File: src/inc/slp_pkg.sv
// Constants shared by the loop skip multiplexer and its sub-blocks.
// Assumes a 25 MHz system clock and a 32-bit register bus.
package slp_pkg;
    // Register byte offsets
    localparam logic [7:0] ADDR_CTRL = 8'h00;
    localparam logic [7:0] ADDR_STATUS = 8'h04;
    localparam logic [7:0] ADDR_IRQ_STATUS = 8'h08;
    localparam logic [7:0] ADDR_IRQ_CLEAR = 8'h0C;
    localparam logic [7:0] ADDR_IRQ_ENABLE = 8'h10;
    localparam logic [7:0] ADDR_ID = 8'h14;

    // Control fields
    localparam int CTRL_RELOCK_BIT = 0;
    localparam logic [31:0] CTRL_RESET = 32'h0000_0000;

    // Status fields
    localparam int STAT_SEL_LSB = 0;
    localparam int STAT_PRESENT_LSB = 2;
    localparam int STAT_LOCKED_BIT = 4;
    localparam int STAT_REF_ALIVE_BIT = 5;

    // Interrupt event bits
    localparam int IRQ_WIDTH = 5;
    localparam int EVT_PRESENT_LSB = 0;
    localparam int EVT_LOCK_GAIN = 2;
    localparam int EVT_LOCK_LOSS = 3;
    localparam int EVT_SEL_CHANGE = 4;
    localparam logic [IRQ_WIDTH-1:0] IRQ_RESET = 5'h00;

    // Arbitrary identification value
    localparam logic [31:0] ID_VALUE = 32'h5A1B_0001;

    // Envelope thresholds in mV peak-to-peak
    localparam int AMP_WIDTH = 12;
    localparam logic [AMP_WIDTH-1:0] PRESENT_ON_MV = 12'h190;
    localparam logic [AMP_WIDTH-1:0] PRESENT_OFF_MV = 12'h064;

    // Phase lock budget in bit times, one bit per system clock
    localparam int LOCK_BITS_MAX = 2500;
    // Reference clock must toggle within this time to be trusted
    localparam int REF_TIMEOUT_NS = 400;
    localparam int CLK_PERIOD_NS = 40;
    localparam int REF_TIMEOUT_CYC = REF_TIMEOUT_NS / CLK_PERIOD_NS;

    typedef enum logic {
        SLP_ACQUIRE,
        SLP_LOCKED
    } slp_lock_t;
endpackage

File: src/inc/slp_det_if.sv
// Carrier between the top level and one signal-present detector.
// Assumes amplitude is a measured value in mV from the front end.
`timescale 1ns/10ps
interface slp_det_if;
    logic [11:0] amp_mv;
    logic present;
    modport det (input amp_mv, output present);
    modport top (output amp_mv, input present);
endinterface

File: src/hw/slp_cell.sv
// One skip cell: steers the partner output between own and partner input.
// Assumes select already resolved for the pull-up.
`timescale 1ns/10ps
module slp_cell (
    input wire logic own_in,
    input wire logic partner_in,
    input wire logic insert_in,
    output logic partner_out
);
    // Pure gating, no handshake, so a select change acts at once
    always_comb begin
        partner_out = insert_in ? own_in : partner_in;
    end
endmodule

File: src/hw/slp_det.sv
// Envelope signal-present decision with hysteresis.
// Assumes one amplitude sample per system clock.
`timescale 1ns/10ps
module slp_det (
    input wire logic clk_in,
    input wire logic rstn_in,
    slp_det_if.det port
);
    logic present_q;
    logic present_d;

    // Between thresholds the level is undefined; holding avoids chatter
    always_comb begin
        present_d = present_q;
        if (port.amp_mv >= slp_pkg::PRESENT_ON_MV) begin
            present_d = 1'b1;
        end else if (port.amp_mv <= slp_pkg::PRESENT_OFF_MV) begin
            present_d = 1'b0;
        end
    end

    always_ff @(posedge clk_in) begin
        if (!rstn_in) begin
            present_q <= 1'b0;
        end else begin
            present_q <= present_d;
        end
    end

    assign port.present = present_q;
endmodule

File: src/hw/slp_mux_top.sv
// Two-cell serial loop skip multiplexer with recovery lock tracking,
// dual signal-present detect and an Avalon-MM register slave.
// Assumes all pins are synchronous to CLK_SYS_IN, one bit per clock.
// Function
// - Select high puts the cell's drive in the loop; select low skips it.
// - Inserted, traffic leaves on the node output and returns on node input.
// - Entry: out 1 carries in 0; out 0 is in 1 if select 1 is high, else in 0.
// - Exit: out 0 carries in 1; out 1 is in 0 if select 0 is high, else in 1.
// - Present 1 watches the entry cable and present 0 the exit cable.
// - Present is 1 from 400 mV, 0 at or below 100 mV, undefined between.
// - Select pins pull up; the board is advised to float a pin for high.
// - Recovery takes its frequency from the reference clock input.
// - The recovery circuit locks onto incoming data within 2500 bit times.
`timescale 1ns/10ps
module slp_mux_top #(
    parameter int LOCK_BITS = slp_pkg::LOCK_BITS_MAX
) (
    input wire logic CLK_SYS_IN,
    input wire logic RSTN_IN,
    input wire logic REF_CLK_IN,
    input wire logic [1:0] DRIVE_SIDE_INPUT_IN,
    output logic [1:0] DRIVE_SIDE_OUTPUT_OUT,
    input wire logic [1:0] SKIP_N_IN,
    input wire logic [1:0] SKIP_N_DRIVEN_IN,
    input wire logic [11:0] INPUT0_AMP_MV_IN,
    input wire logic [11:0] INPUT1_AMP_MV_IN,
    output logic [1:0] SIGNAL_PRESENT_OUT,
    output logic LOCKED_OUT,
    input wire logic [7:0] AVS_ADDRESS_IN,
    input wire logic AVS_READ_IN,
    input wire logic AVS_WRITE_IN,
    input wire logic [31:0] AVS_WRITEDATA_IN,
    output logic [31:0] AVS_READDATA_OUT,
    output logic AVS_WAITREQUEST_OUT,
    output logic IRQ_OUT
);
    localparam int CNT_W = 12;
    localparam int TMO_W = 8;

    generate
        if (LOCK_BITS < 1 || LOCK_BITS > slp_pkg::LOCK_BITS_MAX) begin : g_chk
            $error("LOCK_BITS must lie in 1..2500");
        end
    endgenerate

    // Select resolution: undriven pin reads high through the pull-up
    logic [1:0] insert;
    always_comb begin
        for (int i = 0; i < 2; i++) begin
            insert[i] = SKIP_N_DRIVEN_IN[i] ? SKIP_N_IN[i] : 1'b1;
        end
    end

    // Cell k feeds output k^1 from input k when inserted, else passes
    // input k^1 through; this covers both board wirings at once.
    logic [1:0] route;
    slp_cell u_cell0 (
        .own_in(DRIVE_SIDE_INPUT_IN[0]),
        .partner_in(DRIVE_SIDE_INPUT_IN[1]),
        .insert_in(insert[0]),
        .partner_out(route[1])
    );
    slp_cell u_cell1 (
        .own_in(DRIVE_SIDE_INPUT_IN[1]),
        .partner_in(DRIVE_SIDE_INPUT_IN[0]),
        .insert_in(insert[1]),
        .partner_out(route[0])
    );

    // One register stage so outputs leave a flop; fixed one-clock delay
    logic [1:0] dout_q;
    logic [1:0] dout_d;
    always_comb begin
        dout_d = route;
    end

    // Signal-present detectors: [1] watches input 0, [0] watches input 1
    slp_det_if det_entry ();
    slp_det_if det_exit ();
    assign det_entry.amp_mv = INPUT0_AMP_MV_IN;
    assign det_exit.amp_mv = INPUT1_AMP_MV_IN;
    slp_det u_det_entry (
        .clk_in(CLK_SYS_IN),
        .rstn_in(RSTN_IN),
        .port(det_entry)
    );
    slp_det u_det_exit (
        .clk_in(CLK_SYS_IN),
        .rstn_in(RSTN_IN),
        .port(det_exit)
    );
    logic [1:0] present;
    always_comb begin
        present = {det_entry.present, det_exit.present};
    end

    // Recovery lock tracking, referenced to the reference clock input
    slp_pkg::slp_lock_t lock_q;
    slp_pkg::slp_lock_t lock_d;
    logic ref_q;
    logic ref_d;
    logic [CNT_W-1:0] cnt_q;
    logic [CNT_W-1:0] cnt_d;
    logic [TMO_W-1:0] tmo_q;
    logic [TMO_W-1:0] tmo_d;
    logic ref_alive;
    logic cable_present;
    logic relock;

    always_comb begin
        ref_d = REF_CLK_IN;
        tmo_d = tmo_q;
        if (REF_CLK_IN != ref_q) begin
            tmo_d = '0;
        end else if (tmo_q != TMO_W'(slp_pkg::REF_TIMEOUT_CYC)) begin
            tmo_d = tmo_q + 1'b1;
        end
        ref_alive = (tmo_q != TMO_W'(slp_pkg::REF_TIMEOUT_CYC));
        // Cable input is whichever input the inserted cell's wiring feeds
        cable_present = insert[0] ? present[1] : present[0];
        lock_d = lock_q;
        cnt_d = cnt_q;
        if (!ref_alive || !cable_present || relock) begin
            lock_d = slp_pkg::SLP_ACQUIRE;
            cnt_d = '0;
        end else begin
            case (lock_q)
                slp_pkg::SLP_ACQUIRE: begin
                    cnt_d = cnt_q + 1'b1;
                    if (cnt_q == CNT_W'(LOCK_BITS - 1)) begin
                        lock_d = slp_pkg::SLP_LOCKED;
                    end
                end
                slp_pkg::SLP_LOCKED: begin
                    cnt_d = cnt_q;
                end
                default: begin
                    lock_d = slp_pkg::SLP_ACQUIRE;
                end
            endcase
        end
    end

    // Register slave state
    logic wait_q;
    logic wait_d;
    logic [31:0] rdata_q;
    logic [31:0] rdata_d;
    logic [31:0] ctrl_q;
    logic [31:0] ctrl_d;
    logic [slp_pkg::IRQ_WIDTH-1:0] ists_q;
    logic [slp_pkg::IRQ_WIDTH-1:0] ists_d;
    logic [slp_pkg::IRQ_WIDTH-1:0] ien_q;
    logic [slp_pkg::IRQ_WIDTH-1:0] ien_d;
    logic [slp_pkg::IRQ_WIDTH-1:0] iclr;
    logic [slp_pkg::IRQ_WIDTH-1:0] evt;
    logic irq_q;
    logic irq_d;
    logic [1:0] present_q;
    logic [1:0] insert_q;
    logic take_wr;
    logic take_rd;
    logic [31:0] status;

    always_comb begin
        status = '0;
        status[slp_pkg::STAT_SEL_LSB +: 2] = insert;
        status[slp_pkg::STAT_PRESENT_LSB +: 2] = present;
        status[slp_pkg::STAT_LOCKED_BIT] = (lock_q == slp_pkg::SLP_LOCKED);
        status[slp_pkg::STAT_REF_ALIVE_BIT] = ref_alive;
    end

    // Request answered one clock after it rises; wait drops for one edge
    always_comb begin
        take_wr = AVS_WRITE_IN && !wait_q;
        take_rd = AVS_READ_IN && !wait_q;
        wait_d = !((AVS_READ_IN || AVS_WRITE_IN) && wait_q);
        rdata_d = rdata_q;
        if (AVS_READ_IN && wait_q) begin
            if (AVS_ADDRESS_IN == slp_pkg::ADDR_CTRL) begin
                rdata_d = ctrl_q;
            end else if (AVS_ADDRESS_IN == slp_pkg::ADDR_STATUS) begin
                rdata_d = status;
            end else if (AVS_ADDRESS_IN == slp_pkg::ADDR_IRQ_STATUS) begin
                rdata_d = 32'(ists_q);
            end else if (AVS_ADDRESS_IN == slp_pkg::ADDR_IRQ_ENABLE) begin
                rdata_d = 32'(ien_q);
            end else if (AVS_ADDRESS_IN == slp_pkg::ADDR_ID) begin
                rdata_d = slp_pkg::ID_VALUE;
            end else begin
                rdata_d = 32'h0000_0000;
            end
        end
        ctrl_d = ctrl_q;
        ien_d = ien_q;
        iclr = '0;
        if (take_wr) begin
            if (AVS_ADDRESS_IN == slp_pkg::ADDR_CTRL) begin
                ctrl_d = AVS_WRITEDATA_IN;
            end else if (AVS_ADDRESS_IN == slp_pkg::ADDR_IRQ_CLEAR) begin
                iclr = AVS_WRITEDATA_IN[slp_pkg::IRQ_WIDTH-1:0];
            end else if (AVS_ADDRESS_IN == slp_pkg::ADDR_IRQ_ENABLE) begin
                ien_d = AVS_WRITEDATA_IN[slp_pkg::IRQ_WIDTH-1:0];
            end
        end
        // Relock bit self-clears so one write restarts acquisition once
        relock = ctrl_q[slp_pkg::CTRL_RELOCK_BIT];
        if (relock && !take_wr) begin
            ctrl_d[slp_pkg::CTRL_RELOCK_BIT] = 1'b0;
        end
        evt = '0;
        evt[slp_pkg::EVT_PRESENT_LSB +: 2] = present ^ present_q;
        evt[slp_pkg::EVT_LOCK_GAIN] = (lock_d == slp_pkg::SLP_LOCKED)
            && (lock_q == slp_pkg::SLP_ACQUIRE);
        evt[slp_pkg::EVT_LOCK_LOSS] = (lock_d == slp_pkg::SLP_ACQUIRE)
            && (lock_q == slp_pkg::SLP_LOCKED);
        evt[slp_pkg::EVT_SEL_CHANGE] = |(insert ^ insert_q);
        // A new event wins over a clear in the same cycle
        ists_d = (ists_q & ~iclr) | evt;
        irq_d = |(ists_d & ien_d);
    end

    always_ff @(posedge CLK_SYS_IN) begin
        if (!RSTN_IN) begin
            dout_q <= 2'h0;
            lock_q <= slp_pkg::SLP_ACQUIRE;
            ref_q <= 1'b0;
            cnt_q <= '0;
            tmo_q <= '0;
            wait_q <= 1'b1;
            rdata_q <= 32'h0000_0000;
            ctrl_q <= slp_pkg::CTRL_RESET;
            ists_q <= slp_pkg::IRQ_RESET;
            ien_q <= slp_pkg::IRQ_RESET;
            irq_q <= 1'b0;
            present_q <= 2'h0;
            insert_q <= 2'h3;
        end else begin
            dout_q <= dout_d;
            lock_q <= lock_d;
            ref_q <= ref_d;
            cnt_q <= cnt_d;
            tmo_q <= tmo_d;
            wait_q <= wait_d;
            rdata_q <= rdata_d;
            ctrl_q <= ctrl_d;
            ists_q <= ists_d;
            ien_q <= ien_d;
            irq_q <= irq_d;
            present_q <= present;
            insert_q <= insert;
        end
    end

    always_comb begin
        DRIVE_SIDE_OUTPUT_OUT = dout_q;
        SIGNAL_PRESENT_OUT = present;
        LOCKED_OUT = (lock_q == slp_pkg::SLP_LOCKED);
        AVS_READDATA_OUT = rdata_q;
        AVS_WAITREQUEST_OUT = wait_q;
        IRQ_OUT = irq_q;
    end
endmodule

File: config.mk
export PLATFORM = sky130hd
export DESIGN_NAME = slp_mux_top
export DESIGN_NICKNAME = d
export VERILOG_FILES = /design/src/inc/slp_pkg.sv /design/src/inc/slp_det_if.sv /design/src/hw/slp_cell.sv /design/src/hw/slp_det.sv /design/src/hw/slp_mux_top.sv
export SDC_FILE = /design/constraint.sdc
export NUM_CORES = 1
export LEC_CHECK = 0
export BUFFER_PORTS_ARGS = -buffer_cell sky130_fd_sc_hd__buf_2
export CAP_MARGIN = 20
export CORE_ASPECT_RATIO = 1.25
export CORE_UTILIZATION = 55
export DETAILED_ROUTE_END_ITERATION = 12
export PLACE_DENSITY = 0.84
export SLEW_MARGIN = 25
export SYNTH_ARGS = -nofsm -noshare
export SYNTH_HDL_FRONTEND = slang
export SYNTH_HIERARCHICAL = 1
export SYNTH_SLANG_ARGS = --single-unit
File: constraint.sdc
create_clock -name CLK_SYS_IN -period 3.9 [get_ports CLK_SYS_IN]
set_input_delay 0.78 -clock CLK_SYS_IN [delete_from_list [all_inputs] [get_ports CLK_SYS_IN]]
set_output_delay 0.78 -clock CLK_SYS_IN [all_outputs]
set_load 0.05 [all_outputs]
## Yosys cells after proc, flatten, opt, wreduce, memory -nomap -nowiden

Index checks and enable logic that the tools add are counted.

- Register bits: 106
- Bits of input ports: 75

- Magnitude comparators: 4
- Equality and inequality tests: 8
- Bitwise logic cells: 9
- $add $sub $neg: 2
- Reductions and logical operators: 23
- Multiplexer cells: 25

Operator list:

| cell | count |
|---|---|
| $mux W31 | 4 |
| $mux W5 | 7 |
| $mux W32 | 1 |
| $ge A12 B9 Y1 const B | 2 |
| $le A12 B7 Y1 const B | 2 |
| $eq A8 B4 Y1 const B | 2 |
| $eq A8 B5 Y1 const B | 2 |
| $add A12 B1 Y12 const B | 1 |
| $eq A12 B12 Y1 const B | 1 |
| $mux W1 | 12 |
| $mux W12 | 1 |
| $and A5 B5 Y5 | 2 |
| $add A8 B1 Y8 const B | 1 |
| $eq A8 B3 Y1 const B | 1 |
| $logic_not A8 Y1 | 1 |
| $ne A8 B4 Y1 const B | 1 |
| $reduce_or A2 Y1 | 4 |
| $logic_and A1 B1 Y1 | 6 |
| $logic_not A1 Y1 | 5 |
| $not A5 Y5 | 1 |
| $or A5 B5 Y5 | 1 |
| $reduce_or A5 Y1 | 1 |
| $reduce_bool A2 Y1 | 2 |
| $xor A2 B2 Y2 | 2 |
| other kinds (4) | 8 |

## Longest topological paths before layout

- Word-level depth: 11
- Mapped depth: 9
- Depth with buffers taken out: 7

## Modules after synthesis

Netlist, hierarchy kept.

By module, submodules not included:

| module | instances | cells an instance | area each (um^2) |
|---|---|---|---|
| slp_mux_top | 1 | 506 | 4385.5 |
| slp_det | 2 | 8 | 70.1 |
| slp_cell | 2 | 1 | 15.0 |

## Worst setup path after synthesis

Ideal clock, no wire load.

- Kind: input-to-reg
- Start: input port AVS_ADDRESS_IN[3]
- End: register irq_q (netlist: IRQ_OUT)
- Buffers on the path: 1
- Setup time: 125 ps
- Slack: 1298 ps
- Cell stages on the path: 6
- Data arrival time: 2477 ps
- Data required time: 3775 ps
- Path through: or4_4 -> buf_6 -> nor3_4 -> mux2i_1 -> o21ba_1 -> o41a_1

- Longest elaborated chain between the ends: 9

RTL lines:

| element | RTL line | RTL |
|---|---|---|
| start, declared | slp_mux_top.sv:29 | `input wire logic [7:0] AVS_ADDRESS_IN,` |
| $eq A8 B4 Y1 | slp_mux_top.sv:200 | `end else if (AVS_ADDRESS_IN == slp_pkg::ADDR_IRQ_CLEAR) begin` |
| $mux W5 | slp_mux_top.sv:200 |  |
| $mux W5 | slp_mux_top.sv:198 | `if (AVS_ADDRESS_IN == slp_pkg::ADDR_CTRL) begin` |
| $mux W5 | slp_mux_top.sv:197 | `if (take_wr) begin` |
| $not A5 Y5 | slp_mux_top.sv:219 | `ists_d = (ists_q & ~iclr) \| evt;` |
| $and A5 B5 Y5 | slp_mux_top.sv:219 |  |
| $or A5 B5 Y5 | slp_mux_top.sv:219 |  |
| $and A5 B5 Y5 (*) | slp_mux_top.sv:220 | `irq_d = \|(ists_d & ien_d);` |
| $reduce_or A5 Y1 (*) | slp_mux_top.sv:220 |  |
| end signal, assigned | slp_mux_top.sv:249 | `irq_q <= irq_d;` |
| end, declared | slp_mux_top.sv:157 | `logic irq_q;` |

Mark *: on every way between the ends. The rest lies on a longest branch, timed or not.
A chain may end at the register's enable or synchronous reset.

## Worst setup path in the final report

- Start: input port AVS_ADDRESS_IN[2]
- End: register ctrl_q[13]

- Longest elaborated chain between the ends: 2

RTL lines:

| element | RTL line | RTL |
|---|---|---|
| $logic_not A8 Y1 | slp_mux_top.sv:198 |  |
| $reduce_and A2 Y1 (no line) | - |  |
| end signal, assigned | slp_mux_top.sv:232 | `ctrl_q <= slp_pkg::CTRL_RESET;` |
| end signal, assigned | slp_mux_top.sv:246 | `ctrl_q <= ctrl_d;` |
| end, declared | slp_mux_top.sv:149 | `logic [31:0] ctrl_q;` |

Every way passes these cells.

==> flow_summary_export.csv <==
group,metric,value,unit
sta,min_period_over_period,0.654,
sta,min_period,2.55,ns
worst_setup_path,r2r-start,"tmo_q[1]",
worst_setup_path,rr_worst_depth,6,
worst_hold_path,holdCritPathClass,"flip-flop to flip-flop",
power_and_ir_drop,combPwrFrac,0.100,
placed_design,dp.cells,707,
route,ant_nets,0,
worst_setup_path,crit_buf_inv,2,
sta,slew_violations,0,
logic_synthesis,synth_edf_count,0,
clock_network,cts_root_buffer,"clkbuf_8",
cells_and_area,layout_common_cells,"buf_2, dfxtp_1, nand2_1",
sta,hold_violations,0,
die,ios,114,
clock_network,clkSinkCount,106,
run,cap_violations,0,
worst_setup_path,start_kind,"primary input",
power_and_ir_drop,internal_power,1.43,mW
worst_setup_path,cp-end-kind,"flip-flop",
global_route,grt_util_all_layers,0.253,
worst_setup_path,arrival,2.84,ns
status,status,"finished, final reports clean",
cells_and_area,final_nets,701,
clock_network,clock_latency,0.37,ns
clock_network,cts_setup_buffers,0,
worst_setup_path,worstPathRequired,4.19,ns
worst_setup_path,critPathTopFamily,"simple AND/OR/NAND/NOR gates",
clock_network,max-clock-path-buffers,2,
power_and_ir_drop,ir_worst_vdd,0.000230,V
cells_and_area,seqCellArea,2120,um2
logic_synthesis,syn_area,4560,um2
worst_hold_path,min_path_cells,2,
logic_synthesis,synthFlopType,"dfxtp_1",
logic_synthesis,synth_cell_types,51,
route,drt_iter0_drc,235,
route,wirelength,10400,um
power_and_ir_drop,clkPwrFrac,0.330,
worst_setup_path,slowest_delay,0.59,ns
sta,maxSlewHeadroom,0.414,
power_and_ir_drop,p_per_area,369,nW/um2
clock_network,cts_resized,0,
die,fp-row-count,36,
power_and_ir_drop,switching_power,527,uW
logic_synthesis,yosysSeqAreaShare,0.466,
route,wl_per_cell,14.4,um
global_route,grt_pass1_vias,3869,
sta,setup_tns,0,ns
worst_setup_path,critPathSlowestCell,"or4_4",
global_route,grt_max_degree,52,
cells_and_area,syn_to_final_growth,16.7,%
worst_hold_path,worstHoldEndpoint,"AVS_READDATA_OUT[29]",
route,vias_per_cell,5.48,
sta,timing.fmax,392,MHz
worst_setup_path,r2r_end,"IRQ_OUT",
worst_setup_path,critPathMaxFanout,18,
logic_synthesis,syn_nets,602,
power_and_ir_drop,seqPwrFrac,0.570,
worst_setup_path,critPathKind,"primary input to flip-flop",
worst_setup_path,r2r_setup_slack,1.72,ns
global_route,grt_antenna_before_repair,0,
sta,setup_viol,0,
cells_and_area,fillCellCount,685,
logic_synthesis,yosys_warnings,6,
placed_design,dp_hpwl,7640,um
global_route,grt_pass1_wl,17700,um
worst_setup_path,crit_chain,"buf_2 > or4_4 > nor3_4 > and2_0 > buf_4 > nand2_1 > a21boi_0",
clock_network,hold_buffers,0,
die,die_width,83.4,um
sta,finClkSkew,0.0107,ns
logic_synthesis,ys_ff_latch,106,
die,die_h,104,um
die,die-area,8650,um2
placed_design,io_buffers,113,
route,vias,3971,
cells_and_area,final_cell_area,5320,um2
cells_and_area,fin_cells,724,
logic_synthesis,synth_cells,524,
power_and_ir_drop,power_leakage,2.14,nW
cells_and_area,fin_util,0.670,
clock_network,h-tree-depth,3,
die,core-area,7930,um2
cells_and_area,multiInputGateArea,2220,um2
logic_synthesis,ys_async_sr_fraction,0,
placed_design,post_dp_cell_area,5120,um2
cells_and_area,drive_above_1_share,0.226,
power_and_ir_drop,switching_share,0.269,
clock_network,path_clk_slew,0.10,ns
route,drcViolationCount,0,
sta,rsz0062_at_grt,"false",
clock_network,cts_tree,"done",
global_route,grt_overflow_total,0,
placed_design,place.gp.congestion,0.900,
worst_hold_path,holdCritStartpoint,"AVS_READDATA_OUT[29]",
route,first_pass_iters,4,
sta,tightest_slew,0.877,ns
cells_and_area,mostFrequentLayoutCell,"buf_2",
clock_network,numCtsBuffers,9,
logic_synthesis,synth_area_per_cell,8.69,um2
die,start_util,0.575,
sequential cells by signal (all words and copies together), names as in the netlist:
register,cells
AVS_READDATA_OUT,32
ctrl_q,32
cnt_q,12
tmo_q,8
ien_q,5
ists_q,5
DRIVE_SIDE_OUTPUT_OUT,2
insert_q,2
present_q,2
AVS_WAITREQUEST_OUT,1
IRQ_OUT,1
LOCKED_OUT,1
ref_q,1
u_det_entry/port.present,1
u_det_exit/port.present,1
tightest hold or removal path, stage by stage (launching register included):
cell and delay [ns]:
dfxtp_1 0.32, nand2_1 0.05, a21boi_1 0.05
metrics by stage:
stage | worst slack, ns | power, mW | hold slack, ns
floorplan | 1.30 | 1.26 | 0.435
global placement | 1.12 | 1.33 | 0.435
detailed placement | 0.996 | 1.34 | 0.443
CTS | 1.39 | 1.97 | 0.455
global route | 1.22 | 2.04 | 0.483
finish | 1.35 | 1.96 | 0.450
Yosys cell counts (all sizes together) (2+ instances only):
cell	n	area, um2
a211oi	2	15.0
a21boi	55	413
a21oi	18	90.1
a221o	4	40.0
and2	7	43.8
and3	13	81.3
buf	11	88.8
clkbuf	21	78.8
dfxtp	106	2120
ha	3	37.5
inv	13	48.8
mux2	2	30.0
mux2i	8	80.1
nand2	101	379
nand3	27	135
nand3b	2	15.0
nand4	7	43.8
nor2	35	131
nor2b	11	68.8
nor3	7	57.6
nor3b	3	22.5
nor4	3	18.8
o21a	3	22.5
o21ai	13	65.1
o2bb2ai	2	17.5
o311a	2	20.0
o311ai	3	26.3
o31ai	3	22.5
or3	3	18.8
xnor2	11	96.3
xor2	12	105
logic make-up after synthesis:
kind of cell             count (synthesis)  synth area share
AO/OA/AOI/OAI                          111             0.172
XOR/XNOR                                23            0.0442
adder cells (fa/ha/maj)                  3           0.00824
buffers and inverters                   45            0.0475
flip-flops                             106             0.466
multiplexers                            10            0.0242
AND/OR/NAND/NOR                        226             0.238
metal layers:
layer / share of wire / track usage
met4: 0.033 / 0.118
met2: 0.50 / 0.448
met1: 0.42 / 0.295
met3: 0.048 / 0.0422
met5: 0 / 0
power by group through the flow:
stage | sequential [mW] | clock, mW | combinational (mW)
final | 1.12 | 0.647 | 0.196
after global routing | 1.12 | 0.707 | 0.212
after CTS | 1.12 | 0.658 | 0.195
after detailed placement | 1.14 | 0 | 0.195
after global placement | 1.14 | 0 | 0.192
after floorplan | 1.17 | 0 | 0.0895
area by class of cell:
| class | instances | share of cell area |
|---|---|---|
| diodes | 1 | 0.000471 |
| clock buffers | 10 | 0.0259 |
| clock inverters | 6 | 0.00942 |
| inverters | 13 | 0.00918 |
| multi-input cells | 373 | 0.417 |
| flip-flops and latches | 106 | 0.399 |
| well taps | 95 | 0.0224 |
| repair buffers | 120 | 0.116 |
worst max-delay path by stage:
stage / start / endpoint / cells past startpoint
after floorplan: AVS_ADDRESS_IN[3] / IRQ_OUT / 6
after global placement: AVS_ADDRESS_IN[2] / ctrl_q[13] / 7
after detailed placement: AVS_ADDRESS_IN[2] / ctrl_q[13] / 7
after CTS: AVS_ADDRESS_IN[2] / ctrl_q[13] / 7
after global routing: AVS_ADDRESS_IN[2] / ctrl_q[13] / 7
final: AVS_ADDRESS_IN[2] / ctrl_q[13] / 7
No activity file was read; power rests on OpenSTA's default activity.
